[src/common/fbs_defs.svh]
// Purpose: Offsets, field positions, codes and limits of the fieldbus status words
// Assumes: Word offsets are relative to the unit's first control word
// Notes:   Included by the package and the design
`ifndef FBS_DEFS_SVH
`define FBS_DEFS_SVH

// ************************************************************
// Word offsets
// ************************************************************
`define FBS_OFS_SYS_STATUS      3'h2
`define FBS_OFS_ERR_STATUS      3'h3
`define FBS_NUM_STATUS_WORDS    19
`define FBS_NUM_SLAVE_WORDS     16

// ************************************************************
// System status bit positions
// ************************************************************
`define FBS_BIT_IN_XFER         0
`define FBS_BIT_AUTO_CLEAR      2
`define FBS_BIT_NO_DATA         3
`define FBS_BIT_HW_FAIL         6
`define FBS_BIT_WRONG_HOST      7
`define FBS_BIT_MAP_SIZE        8
`define FBS_BIT_OUT_MAP         9
`define FBS_BIT_IN_MAP          10
`define FBS_BIT_CMD_NOT_PROC    11
`define FBS_BIT_OMB_FULL        12
`define FBS_BIT_REPLY_PEND      13
`define FBS_BIT_NET_LO          14
`define FBS_BIT_NET_HI          15

// ************************************************************
// Network state codes
// ************************************************************
`define FBS_NET_OFFLINE         2'h0
`define FBS_NET_STOP            2'h1
`define FBS_NET_CLEAR           2'h2
`define FBS_NET_OPERATE         2'h3

// ************************************************************
// Error types and station address
// ************************************************************
`define FBS_ERR_NONE            8'h00
`define FBS_ERR_NOT_ACTIVATED   8'h03
`define FBS_ERR_NO_RESPONSE     8'h11
`define FBS_ERR_NOT_IN_RING     8'h12
`define FBS_ERR_CFG_A           8'h36
`define FBS_ERR_CFG_B           8'h38
`define FBS_ERR_CFG_C           8'hD4
`define FBS_ERR_BUS             8'hBE
`define FBS_STATION_MASTER      8'hFF

// ************************************************************
// Mapping limits in words
// ************************************************************
`define FBS_MAP_LIMIT_NORMAL    10'd300
`define FBS_MAP_LIMIT_SMALL     10'd80

`endif

[src/common/fbs_pkg.sv]
// Purpose: Types shared by the fieldbus status block
// Assumes: fbs_defs.svh holds the numeric constants
// Notes:   Structs carry grouped inputs from the master core, the host control words and the station scanner
`include "fbs_defs.svh"

package fbs_pkg;

	typedef logic [15:0] fbs_word_t;

	// Events and conditions reported by the master core at each refresh
	typedef struct packed
	{
		logic       in_fresh;
		logic       remote_err;
		logic       node_not_dx;
		logic       hw_fail;
		logic       wrong_host;
		logic       small_host;
		logic [9:0] map_words;
		logic       out_map_bad;
		logic       in_map_bad;
		logic       downloading;
		logic       omb_full;
		logic       imb_reply;
		logic       net_run;
		logic       net_clear;
	} fbs_core_s;

	// Control bits from the host control words
	typedef struct packed
	{
		logic run;
		logic inhibit;
		logic mb_clear;
		logic issue_cmd;
	} fbs_ctrl_s;

	// Fault report from the station scanner
	typedef struct packed
	{
		logic       valid;
		logic [7:0] err_type;
		logic [7:0] station;
	} fbs_fault_s;

	typedef enum logic [2:0]
	{
		FBS_ST_INIT = 3'b001,
		FBS_ST_RUN  = 3'b010,
		FBS_ST_AUTO = 3'b100
	} fbs_mode_e;

endpackage

[src/design/fbs_status_words.sv]
// Purpose: System, error and slave status words presented at each I/O refresh
// Assumes: refresh is a one-cycle pulse from same-clock logic; restart is srst
// Notes:   All outputs are registered; all but rd_data and mb_discard update only on refresh
`timescale 1ns/1ps
`include "fbs_defs.svh"

module fbs_status_words
#(
	parameter int NUM_SLAVE_WORDS = `FBS_NUM_SLAVE_WORDS
)
(
	input  wire logic                  clk,
	input  wire logic                  srst,
	input  wire logic                  refresh,
	input  wire logic                  auto_clear_en,
	input  wire fbs_pkg::fbs_core_s    core,
	input  wire fbs_pkg::fbs_ctrl_s    ctrl,
	input  wire fbs_pkg::fbs_fault_s   fault,
	input  wire logic [15:0]           slave_in [NUM_SLAVE_WORDS],
	input  wire logic [2:0]            rd_addr,
	output fbs_pkg::fbs_word_t         rd_data,
	output fbs_pkg::fbs_word_t         sys_status,
	output fbs_pkg::fbs_word_t         err_status,
	output logic [15:0]                slave_status [NUM_SLAVE_WORDS],
	output logic                       comm_enable,
	output logic                       outputs_clear,
	output logic                       mb_discard
);
	import fbs_pkg::*;

	// ************************************************************
	// Mode and derived conditions
	// ************************************************************
	fbs_mode_e mode_q;
	fbs_mode_e mode_d;
	logic      fatal;
	logic      quiet;
	logic      size_err;
	logic [9:0] map_limit;

	always_comb
	begin
		map_limit = core.small_host ? `FBS_MAP_LIMIT_SMALL : `FBS_MAP_LIMIT_NORMAL;
		size_err  = core.map_words > map_limit;
		fatal     = core.hw_fail | core.wrong_host | size_err;
		quiet     = core.hw_fail | core.downloading;
	end

	// Auto-clear is sticky by design: only restart returns to run
	always_comb
	begin
		mode_d = mode_q;
		case (mode_q)
			FBS_ST_INIT:
				mode_d = FBS_ST_RUN;
			FBS_ST_RUN:
				if (refresh && auto_clear_en && core.remote_err && !quiet)
				begin
					mode_d = FBS_ST_AUTO;
				end
			FBS_ST_AUTO:
				mode_d = FBS_ST_AUTO;
			default:
				mode_d = FBS_ST_INIT;
		endcase
	end

	always_ff @(posedge clk)
	begin
		if (srst)
			mode_q <= FBS_ST_INIT;
		else
			mode_q <= mode_d;
	end

	// ************************************************************
	// System status word
	// ************************************************************
	fbs_word_t  sys_d;
	fbs_word_t  err_d;
	logic [1:0] net;
	logic       comm_d;
	logic       oclr_d;
	logic       disc_d;

	always_comb
	begin
		if (quiet || fatal)
			net = `FBS_NET_OFFLINE;
		else if (mode_q == FBS_ST_AUTO)
			net = `FBS_NET_STOP;
		else if (core.net_run)
			net = `FBS_NET_OPERATE;
		else if (core.net_clear)
			net = `FBS_NET_CLEAR;
		else
			net = `FBS_NET_STOP;

		sys_d = 16'h0000;
		sys_d[`FBS_BIT_IN_XFER]      = core.in_fresh & ~ctrl.inhibit & ~fatal & ~quiet;
		sys_d[`FBS_BIT_AUTO_CLEAR]   = (mode_q == FBS_ST_AUTO) & ~quiet;
		sys_d[`FBS_BIT_NO_DATA]      = core.node_not_dx & ~quiet;
		sys_d[`FBS_BIT_HW_FAIL]      = core.hw_fail;
		sys_d[`FBS_BIT_WRONG_HOST]   = core.wrong_host;
		sys_d[`FBS_BIT_MAP_SIZE]     = size_err;
		sys_d[`FBS_BIT_OUT_MAP]      = core.out_map_bad;
		sys_d[`FBS_BIT_IN_MAP]       = core.in_map_bad;
		sys_d[`FBS_BIT_CMD_NOT_PROC] = ctrl.issue_cmd & (core.omb_full | ~ctrl.run | ctrl.inhibit);
		sys_d[`FBS_BIT_OMB_FULL]     = core.omb_full;
		sys_d[`FBS_BIT_REPLY_PEND]   = core.imb_reply;
		sys_d[`FBS_BIT_NET_HI:`FBS_BIT_NET_LO] = net;

		// Error word: type high byte, station low byte
		if (core.hw_fail || !fault.valid)
			err_d = 16'h0000;
		else if (fault.err_type == `FBS_ERR_NONE)
			err_d = 16'h0000;
		else
			err_d = {fault.err_type, fault.station};

		comm_d = ~fatal & ~quiet & (net != `FBS_NET_OFFLINE);
		oclr_d = (net == `FBS_NET_CLEAR) | (mode_q == FBS_ST_AUTO);
		disc_d = ctrl.mb_clear & core.imb_reply;
	end

	always_ff @(posedge clk)
	begin
		if (srst)
		begin
			sys_status    <= 16'h0000;
			err_status    <= 16'h0000;
			comm_enable   <= 1'b0;
			outputs_clear <= 1'b1;
			mb_discard    <= 1'b0;
		end
		else
		begin
			mb_discard <= refresh & disc_d;
			if (refresh)
			begin
				sys_status    <= sys_d;
				err_status    <= err_d;
				comm_enable   <= comm_d;
				outputs_clear <= oclr_d;
			end
		end
	end

	// ************************************************************
	// Slave status words
	// ************************************************************
	genvar gi;
	generate
		for (gi = 0; gi < NUM_SLAVE_WORDS; gi++)
		begin : g_slave
			logic [15:0] sl_d;
			always_comb
			begin
				sl_d = (quiet || fatal) ? 16'h0000 : slave_in[gi];
			end
			always_ff @(posedge clk)
			begin
				if (srst)
					slave_status[gi] <= 16'h0000;
				else if (refresh)
					slave_status[gi] <= sl_d;
			end
		end
	endgenerate

	// ************************************************************
	// Word read port
	// ************************************************************
	fbs_word_t rd_d;
	always_comb
	begin
		if (rd_addr == `FBS_OFS_SYS_STATUS)
			rd_d = sys_status;
		else if (rd_addr == `FBS_OFS_ERR_STATUS)
			rd_d = err_status;
		else
			rd_d = 16'h0000;
	end

	always_ff @(posedge clk)
	begin
		if (srst)
			rd_data <= 16'h0000;
		else
			rd_data <= rd_d;
	end

	// ************************************************************
	// Checks
	// ************************************************************
	chk_offline_hw: assert property (@(posedge clk) disable iff (srst)
		$past(refresh) && $past(core.hw_fail) |-> sys_status[15:14] == 2'b00)
		else $error("network state not offline on hardware failure");
	chk_err_zero: assert property (@(posedge clk) disable iff (srst)
		$past(refresh) && $past(core.hw_fail) |-> err_status == 16'h0000)
		else $error("error word not zero on hardware failure");
	chk_slave_zero: assert property (@(posedge clk) disable iff (srst)
		$past(refresh) && $past(core.downloading) |-> slave_status[0] == 16'h0000)
		else $error("slave word not cleared during download");
	chk_auto_stop: assert property (@(posedge clk) disable iff (srst)
		$past(refresh) && $past(mode_q) == FBS_ST_AUTO && !$past(quiet) && !$past(fatal)
		|-> sys_status[15:14] == 2'b01)
		else $error("auto-clear does not report stop");
	chk_auto_sticky: assert property (@(posedge clk) disable iff (srst)
		mode_q == FBS_ST_AUTO |=> mode_q == FBS_ST_AUTO)
		else $error("auto-clear left without restart");
	chk_cmd_refused: assert property (@(posedge clk) disable iff (srst)
		refresh && ctrl.issue_cmd && !ctrl.run |=> sys_status[11])
		else $error("refused command not flagged");
	chk_map_size: assert property (@(posedge clk) disable iff (srst)
		refresh && core.small_host && core.map_words > 10'd80 |=> sys_status[8] && !comm_enable)
		else $error("mapping size error missed");
	chk_no_data: assert property (@(posedge clk) disable iff (srst)
		refresh && core.downloading |=> !sys_status[3] && !sys_status[2])
		else $error("status flag not cleared on download");
	chk_discard: assert property (@(posedge clk) disable iff (srst)
		mb_discard |-> $past(refresh) && $past(ctrl.mb_clear) && $past(core.imb_reply))
		else $error("discard without clear request");

	// ************************************************************
	// Flag, network state, error word, slave word, read and discard checks
	// ************************************************************
	chk_xfer_inhibit: assert property (@(posedge clk) disable iff (srst)
		refresh && ctrl.inhibit |=> !sys_status[0])
		else $error("input transferred while inhibited");
	chk_flags_quiet: assert property (@(posedge clk) disable iff (srst)
		refresh && core.hw_fail |=> !sys_status[2] && !sys_status[3])
		else $error("status flag not cleared on hardware failure");
	chk_hw_flag: assert property (@(posedge clk) disable iff (srst)
		refresh |=> sys_status[6] == $past(core.hw_fail))
		else $error("hardware failure flag wrong");
	chk_wrong_host: assert property (@(posedge clk) disable iff (srst)
		refresh && core.wrong_host |=> sys_status[7] && !comm_enable)
		else $error("wrong host not fatal");
	chk_map_normal: assert property (@(posedge clk) disable iff (srst)
		refresh && !core.small_host && core.map_words > 10'd300 |=> sys_status[8] && !comm_enable)
		else $error("normal mapping size error missed");
	chk_out_map: assert property (@(posedge clk) disable iff (srst)
		refresh |=> sys_status[9] == $past(core.out_map_bad))
		else $error("output mapping flag wrong");
	chk_in_map: assert property (@(posedge clk) disable iff (srst)
		refresh |=> sys_status[10] == $past(core.in_map_bad))
		else $error("input mapping flag wrong");
	chk_cmd_taken: assert property (@(posedge clk) disable iff (srst)
		refresh && ctrl.issue_cmd && ctrl.run && !ctrl.inhibit && !core.omb_full |=> !sys_status[11])
		else $error("accepted command flagged as refused");
	chk_omb_full: assert property (@(posedge clk) disable iff (srst)
		refresh |=> sys_status[12] == $past(core.omb_full))
		else $error("mailbox full flag wrong");
	chk_reply_pend: assert property (@(posedge clk) disable iff (srst)
		refresh |=> sys_status[13] == $past(core.imb_reply))
		else $error("reply pending flag wrong");
	chk_clear_state: assert property (@(posedge clk) disable iff (srst)
		sys_status[15:14] == 2'b10 |-> outputs_clear)
		else $error("outputs not cleared in clear state");
	chk_offline_dl: assert property (@(posedge clk) disable iff (srst)
		refresh && core.downloading |=> sys_status[15:14] == 2'b00)
		else $error("network state not offline during download");
	chk_slave_fatal: assert property (@(posedge clk) disable iff (srst)
		refresh && core.hw_fail |=> slave_status[NUM_SLAVE_WORDS-1] == 16'h0000)
		else $error("slave word not cleared on hardware failure");
	chk_err_fields: assert property (@(posedge clk) disable iff (srst)
		refresh && fault.valid && !core.hw_fail && fault.err_type != 8'h00
		|=> err_status[15:8] == $past(fault.err_type) && err_status[7:0] == $past(fault.station))
		else $error("error word fields wrong");
	chk_err_none: assert property (@(posedge clk) disable iff (srst)
		refresh && fault.err_type == 8'h00 |=> err_status == 16'h0000)
		else $error("error word not zero without error");
	chk_status_hold: assert property (@(posedge clk) disable iff (srst)
		!refresh |=> $stable(sys_status))
		else $error("system status changed between refreshes");
	chk_rd_sys: assert property (@(posedge clk) disable iff (srst)
		rd_addr == 3'h2 |=> rd_data == $past(sys_status))
		else $error("system status read wrong");
	chk_discard_req: assert property (@(posedge clk) disable iff (srst)
		refresh && ctrl.mb_clear && core.imb_reply |=> mb_discard)
		else $error("requested discard missing");

endmodule

[config.mk]
export PLATFORM = sky130hd
export DESIGN_NAME = fbs_status_words
export DESIGN_NICKNAME = d
export VERILOG_FILES = /design/src/common/fbs_pkg.sv /design/src/design/fbs_status_words.sv
export VERILOG_INCLUDE_DIRS = /design/src /design/src/common
export SDC_FILE = /design/constraint.sdc
export NUM_CORES = 1
export LEC_CHECK = 0
export ABC_AREA = 1
export ABC_CLOCK_PERIOD_IN_PS = 1890
export BUFFER_PORTS_ARGS = -buffer_cell sky130_fd_sc_hd__buf_2
export CORE_AREA = 2 2 240 242
export DETAILED_ROUTE_END_ITERATION = 12
export DIE_AREA = 0 0 242 244
export PLACE_DENSITY = 0.48
export RECOVER_POWER = 50
export SYNTH_ARGS = -nofsm -noshare
export SYNTH_HDL_FRONTEND = slang
export SYNTH_SLANG_ARGS = --single-unit
[constraint.sdc]
create_clock -name clk -period 1.89 [get_ports clk]
set_clock_uncertainty 0.15 [all_clocks]
set_input_delay 0.0945 -clock clk [delete_from_list [all_inputs] [get_ports clk]]
set_output_delay 0.0945 -clock clk [all_outputs]
set_load 0.01 [all_outputs]
==> results.cfg, run 1 <==
[clock_tree]
post_cts_buffers = 0
clk_latency_ps = 540
cts_buffers = 37
cts_tree = yes
clk_root_buffer_cell = clkbuf_16
clockBufferDepth = 3
h-tree-depth = 2
clock-sinks = 307
clk_pin_slew_worst_paths_ps = 60

[detailed_routing]
vias = 14190
routed_wl_mm = 54.47
dr.pass1.iters = 5
drtAntennaViolNets = 0
drc = 0
drt_iter0_markers = 812
viasPerCell = 4.573
routedWlPerCell_um = 17.56

[critical_path]
cp_cell_sequence = dlygate4sd3_1, buf_2, nor3_2, dlygate4sd3_1, buf_12, nand3_1, o21ai_0
critPathLaunch = rd_addr[0]
cp-end-kind = register
reg2reg_from = mode_q[2]
critical_path.max_stage_delay_ps = 630
path_buf_inv = 4
crit_slowest_cell = dlygate4sd3_1
cp_max_fo = 13
worstPathRequired_ps = 2140
worstPathArrival_ps = 2060
criticalPathCategory = input port to register
cpMostUsedCell = dlygate4sd3_1
critPathLaunchType = input port
critPathTopFamily = buffers and inverters

[die]
core-area_mm2 = 0.05617
die_h_um = 244
row_count = 87
initial_core_util_pct = 20.99
die_x_um = 242
die-area_mm2 = 0.05905
ios = 614

[power]
powerDensity_mw_per_mm2 = 769.8
p_leak_uw = 0.007487
p_sw_share_pct = 25.48
seq_power_share_pct = 42.9
intPower_uw = 11420
power.switching_uw = 3906
finalPower_uw = 15330
max-vdd-ir-drop_mv = 0.4843
clkPwrFrac_pct = 44.4
p_comb_share_pct = 12.7

[logic_synthesis]
ys_top_cells_by_area = dfxtp_1, nand4_1, a21oi_1
ys.flop_type = dfxtp_1
synth_top_area_share_pct = 52.13
syn_area_mm2 = 0.01179
ys_seq_area_share_pct = 52.13
syn_inst = 1436
synth_top_area_cell = dfxtp_1
yosysWarnings = 0
synth_cell_type_count = 26
syn_area_per_cell_um2 = 8.210
synth-seq-cells = 307
ys_async_sr_fraction_pct = 0
synth-edff-count = 0

[finish]
syn_to_final_growth_pct = 68.92
drive_gt1_share_pct = 21.62
final_nets = 2634
finalInstanceArea_mm2 = 0.01992

[run_status]
status = finished, violations left
violations = hold timing

[timing]
setup_slack_ps = 79.57
fin_crit_ps = 1810
finalSetupViolCount = 0
relSlewSlack_pct = 43.83
fin_hold_ws_ps = -13.19
final-hold-violation-count = 4
grt_setup_unrepaired = true
period_share_pct = 95.79
worst_pin_slew_ps = 842.6
max_freq_mhz = 552.4
slew_viol_final = 0

[placed_design]
dpl_cell_area_mm2 = 0.01574
dp_slack_ps = -222.6
dp_hpwl_mm = 35.78
globalplace.congestion = 0.9548
port_buffers = 610

[flow_run]
maxCapViolations = 0

[grt]
antenna_found_initial = 4
grt_max_degree = 141
grt_pass1_vias = 14090
overflow = 0
groute.usage.overall_pct = 17.64
grt_pass1_wl_mm = 82.66

[min_path]
hold_path_class = input port to register
worstHoldStart = refresh
==> area by class of cell <==
class | count | area (um^2)
fill | 5973 | 36250
timing repair buffer | 1001 | 6827
clock buffer | 52 | 1072
sequential | 307 | 6146
inverter | 34 | 135.1
multi-input combinational | 940 | 4728
antenna | 1 | 2.502
tap | 756 | 945.9
clock inverter | 11 | 58.81
==> repair_timing <==
| item | CTS | global route |
|---|---|---|
| hold buffers | 330 | 0 |
| endpoints found under the setup margin | 0 | 24 |
| endpoints found under the hold margin | 303 | 0 |
| gates resized for setup | 0 | 5 |
==> layer usage <==
layer | up-vias | GRT usage (%) | share of wire [%]
met1 | 6689 | 21.56 | 41
met2 | 568 | 30.54 | 49
li1 | 6829 | - | -
met3 | 99 | 4.280 | 6.9
met5 | - | 0 | 0
met4 | 0 | 5.501 | 2.8
==> through the flow <==
step,cells,hold WS (ps),util (%),TNS [ps]
2_1_floorplan,1438,79.40,-,0
4_1_cts,3101,20.59,35.95,0
5_1_grt,3101,28.45,35.45,-52.77
3_5_place_dp,2708,187.1,28.02,-33570
6_report,3102,-13.19,35.46,0
3_3_place_gp,2708,177.9,28.02,-23570
==> placed cells by master, fill, tap and decap left out, types with 2 or more instances in the layout <==
cell           netlist  routed
dfxtp_1            307     307
nand3_1             27      26
nand4_1            256     256
o21ai_0             24      24
nor3_2               2       4
buf_2               51     375
clkinv_2             0      10
nand2_1            303     303
inv_1               34      33
clkbuf_16            0      37
clkbuf_2             1       2
nor3_1               5       2
conb_1               1       3
clkbuf_8             0      10
nor2_1              23      23
clkbuf_1            72     239
ha_1                 6       6
a21oi_1            282     282
buf_4                4      38
dlygate4sd3_1        0     328
buf_12               0      22
==> flip-flops by register name, summed over array words and instances, names as in the netlist <==
signal,count
slave_status,256
err_status,16
rd_data,16
sys_status,13
mode_q,3
comm_enable,1
mb_discard,1
outputs_clear,1
==> worst paths after layout <==
path / endpoint / slack, ps / cells after the start
worst max-delay path: rd_data[7] / 80 / 7
worst min-delay path: sys_status[3] / -10 / 5
worst max register to register: mode_q[1] / 270 / 6
worst min register to register: rd_data[5] / 300 / 2
==> cells in the mapped netlist, drive strengths merged (6+ instances only) <==
master and number:
nand2 304, clkbuf 73, a21oi 282, nor2 23
dfxtp 307, inv 34, nor3 7, o21ai 25
nand4 256, ha 6, buf 84, nand3 27
==> worst min-delay path, delay by kind of cell <==
kind | cells | cell delay, ps
AO/OA/AOI/OAI | 1 | 50
AND/OR/NAND/NOR | 1 | 110
buffers and inverters | 3 | 370
==> cell families (layout without fill, tap and decap cells) <==
| group | Yosys count | in the layout | synth area share, % |
|---|---|---|---|
| buffers and inverters | 191 | 1098 | 8.224 |
| adder cells (fa/ha/maj) | 6 | 6 | 0.6367 |
| AO/OA/AOI/OAI | 309 | 309 | 13.15 |
| other | 1 | 4 | 0.03181 |
| AND/OR/NAND/NOR | 622 | 622 | 25.83 |
| flip-flops | 307 | 307 | 52.13 |
==> power by group through the flow <==
stage / clock, uW / combinational, uW / sequential, uW
final: 6810 / 1940 / 6580
after global routing: 7290 / 2100 / 6590
after CTS: 7030 / 1950 / 6580
after detailed placement: 0 / 1410 / 6720
after global placement: 0 / 1410 / 6720
after floorplan: 0 / 657 / 6740
Note: power is estimated with default switching activity, not from simulation.
==> run 2: changes to the inputs <==
BUFFER_PORTS_ARGS = not set   (was -buffer_cell sky130_fd_sc_hd__buf_2)
CELL_PAD_IN_SITES_DETAIL_PLACEMENT = 1   (was not set)
CELL_PAD_IN_SITES_GLOBAL_PLACEMENT = 2   (was not set)
DONT_BUFFER_PORTS = 1   (was not set)
PLACE_DENSITY = 0.62   (was 0.48)
==> run 2 against run 1 <==
Net effect:
- largest power group unchanged
- design area is 9.2% lower
- count of clock-buffer cells in the layout up 3
- via count is 12% lower
- critical path depth rose by 6
- first-iteration DRC count down 32%
- the run ends with hold timing, setup timing left
- cell count is 18% lower
- sequential power grew 0.9%
- utilization fell by 3.3 points
- critical endpoint is now slave_status[38]
- clock power rose by 12%
- global-route usage increased by 0.70 points
==> results.cfg, run 2 (synthesized netlist as in run 1, its figures left out) <==
[power]
powerDensity_mw_per_mm2 = 858.1
seq_power_share_pct = 42.8
intPower_uw = 11740
p_comb_share_pct = 8.1
finalPower_uw = 15520
power.switching_uw = 3775
p_sw_share_pct = 24.33
p_leak_uw = 0.006540
clkPwrFrac_pct = 49.2
max-vdd-ir-drop_mv = 0.5732

[detailed_routing]
drtAntennaViolNets = 0
routed_wl_mm = 59.24
drc = 0
routedWlPerCell_um = 23.30
vias = 12530
viasPerCell = 4.930
drt_iter0_markers = 552
dr.pass1.iters = 5

[timing]
slew_viol_final = 0
finalSetupViolCount = 34
max_freq_mhz = 509.6
final-hold-violation-count = 41
fin_crit_ps = 1962
fin_hold_ws_ps = -429.5
period_share_pct = 103.8
grt_setup_unrepaired = true
relSlewSlack_pct = 53.46
setup_slack_ps = -72.24
worst_pin_slew_ps = 695.8

[die]
row_count = 87
ios = 614
core-area_mm2 = 0.05617
die_x_um = 242
initial_core_util_pct = 20.99
die_h_um = 244
die-area_mm2 = 0.05905

[run_status]
status = finished, violations left
violations = hold timing, setup timing

[placed_design]
port_buffers = 0
dp_slack_ps = -57.65
dpl_cell_area_mm2 = 0.01251
dp_hpwl_mm = 34.90
globalplace.congestion = 0.8534

[clock_tree]
cts_tree = yes
clk_pin_slew_worst_paths_ps = 60
cts_buffers = 39
clk_root_buffer_cell = clkbuf_16
h-tree-depth = 2
clockBufferDepth = 3
clock-sinks = 307
clk_latency_ps = 540

[grt]
grt_pass1_wl_mm = 83.96
antenna_found_initial = 4
overflow = 0
grt_max_degree = 263
grt_pass1_vias = 13310
groute.usage.overall_pct = 18.34

[finish]
largest_register_ffs = 256
top_regs = slave_status: 256 flops, err_status: 16 flops, rd_data: 16 flops
drive_gt1_share_pct = 9.147
final_nets = 2070
final_cell_mix = dlygate4sd3_1, dfxtp_1, nand2_1, a21oi_1, nand4_1
finalInstanceArea_mm2 = 0.01808
syn_to_final_growth_pct = 53.36
mostFrequentLayoutCell = dlygate4sd3_1
largest-register = slave_status

[critical_path]
critical_path.max_stage_delay_ps = 560
cp-end-kind = register
criticalPathCategory = input port to register
crit_slowest_cell = dlygate4sd3_1
critPathLaunchType = input port
worstPathRequired_ps = 2140
worstPathArrival_ps = 2220
cp_cell_sequence = inv_1, ha_4, nand2_2, nor3_4, nand2_2, nand2_4, nand2_8, buf_12, clkbuf_16, clkbuf_16, nand4_1, dlygate4sd3_1, a21oi_1
cp_max_fo = 13

[min_path]
hold_path_class = input port to register

[flow_run]
maxCapViolations = 0
==> run 2: changes by cell type in the layout (fill, tap and decap cells not counted), moves of 6 or more <==
cell,previous run,this run
buf_4,38,30
clkinv_2,10,4
buf_6,0,8
clkbuf_16,37,45
buf_2,375,0
dlymetal6s4s_1,0,38
buf_12,22,14
a21oi_1,282,258
a21oi_2,0,24
clkbuf_1,239,12
clkbuf_8,10,4
==> run 2: critical path, delay by kind of cell <==
kind / cells / cell delay (ps)
AO/OA/AOI/OAI: 1 / 60
adder cells (fa/ha/maj): 1 / 280
buffers and inverters: 5 / 1120
AND/OR/NAND/NOR: 6 / 650
==> run 2: through the flow <==
stage / std cells / setup TNS (ps) / utilization (%)
after floorplan: 1438 / 0 / -
after global placement: 2089 / 0 / 22.28
after detailed placement: 2089 / -247.1 / 22.28
after CTS: 2551 / 0 / 31.63
after global routing: 2541 / -5268 / 32.19
final: 2542 / -654.8 / 32.19
==> run 2: timing repair <==
| item | CTS | global route |
|---|---|---|
| gates resized for setup | 0 | 94 |
| endpoints found under the hold margin | 307 | 106 |
| endpoints found under the setup margin | 0 | 235 |
| hold buffers | 396 | 2 |
| buffers inserted | 0 | 5 |
==> run 2: power groups by stage <==
stage	Sequential, uW	Combinational, uW	Clock, uW
2_1_floorplan	6740	657	0
3_3_place_gp	6780	716	0
4_1_cts	6640	1060	7890
5_1_grt	6640	1350	8120
6_report	6640	1250	7630
3_5_place_dp	6780	727	0
==> run 2: per-layer routing <==
layer  part of all wire [%]  wire, um  up-vias  GRT usage [%]
met1                     37     22200     6178          20.23
met5                      0         0        -              0
li1                       -         -     5709              -
met3                    8.1      4808      139          5.893
met2                     50     29550      505          32.40
met4                    4.5      2680        0          7.734
==> run 2: path summary, 6_finish.rpt <==
path	from	to	slack, ps	cells after the start
hold / removal	slave_in[0]	slave_status[0]	-430	2
setup reg to reg	mode_q[2]	sys_status[15]	30	7
hold reg to reg	err_status[1]	rd_data[1]	360	2
setup / recovery	core[17]	slave_status[38]	-70	13
==> run 2: final cells by class <==
| class | instances | area (um^2) |
|---|---|---|
| multi-input cells | 941 | 4871 |
| clock inverters | 11 | 187.7 |
| clock buffers | 55 | 1076 |
| fillers | 6536 | 38090 |
| inverters | 34 | 135.1 |
| diodes | 4 | 10.01 |
| repair buffers | 434 | 4710 |
| flip-flops and latches | 307 | 6146 |
| well taps | 756 | 945.9 |
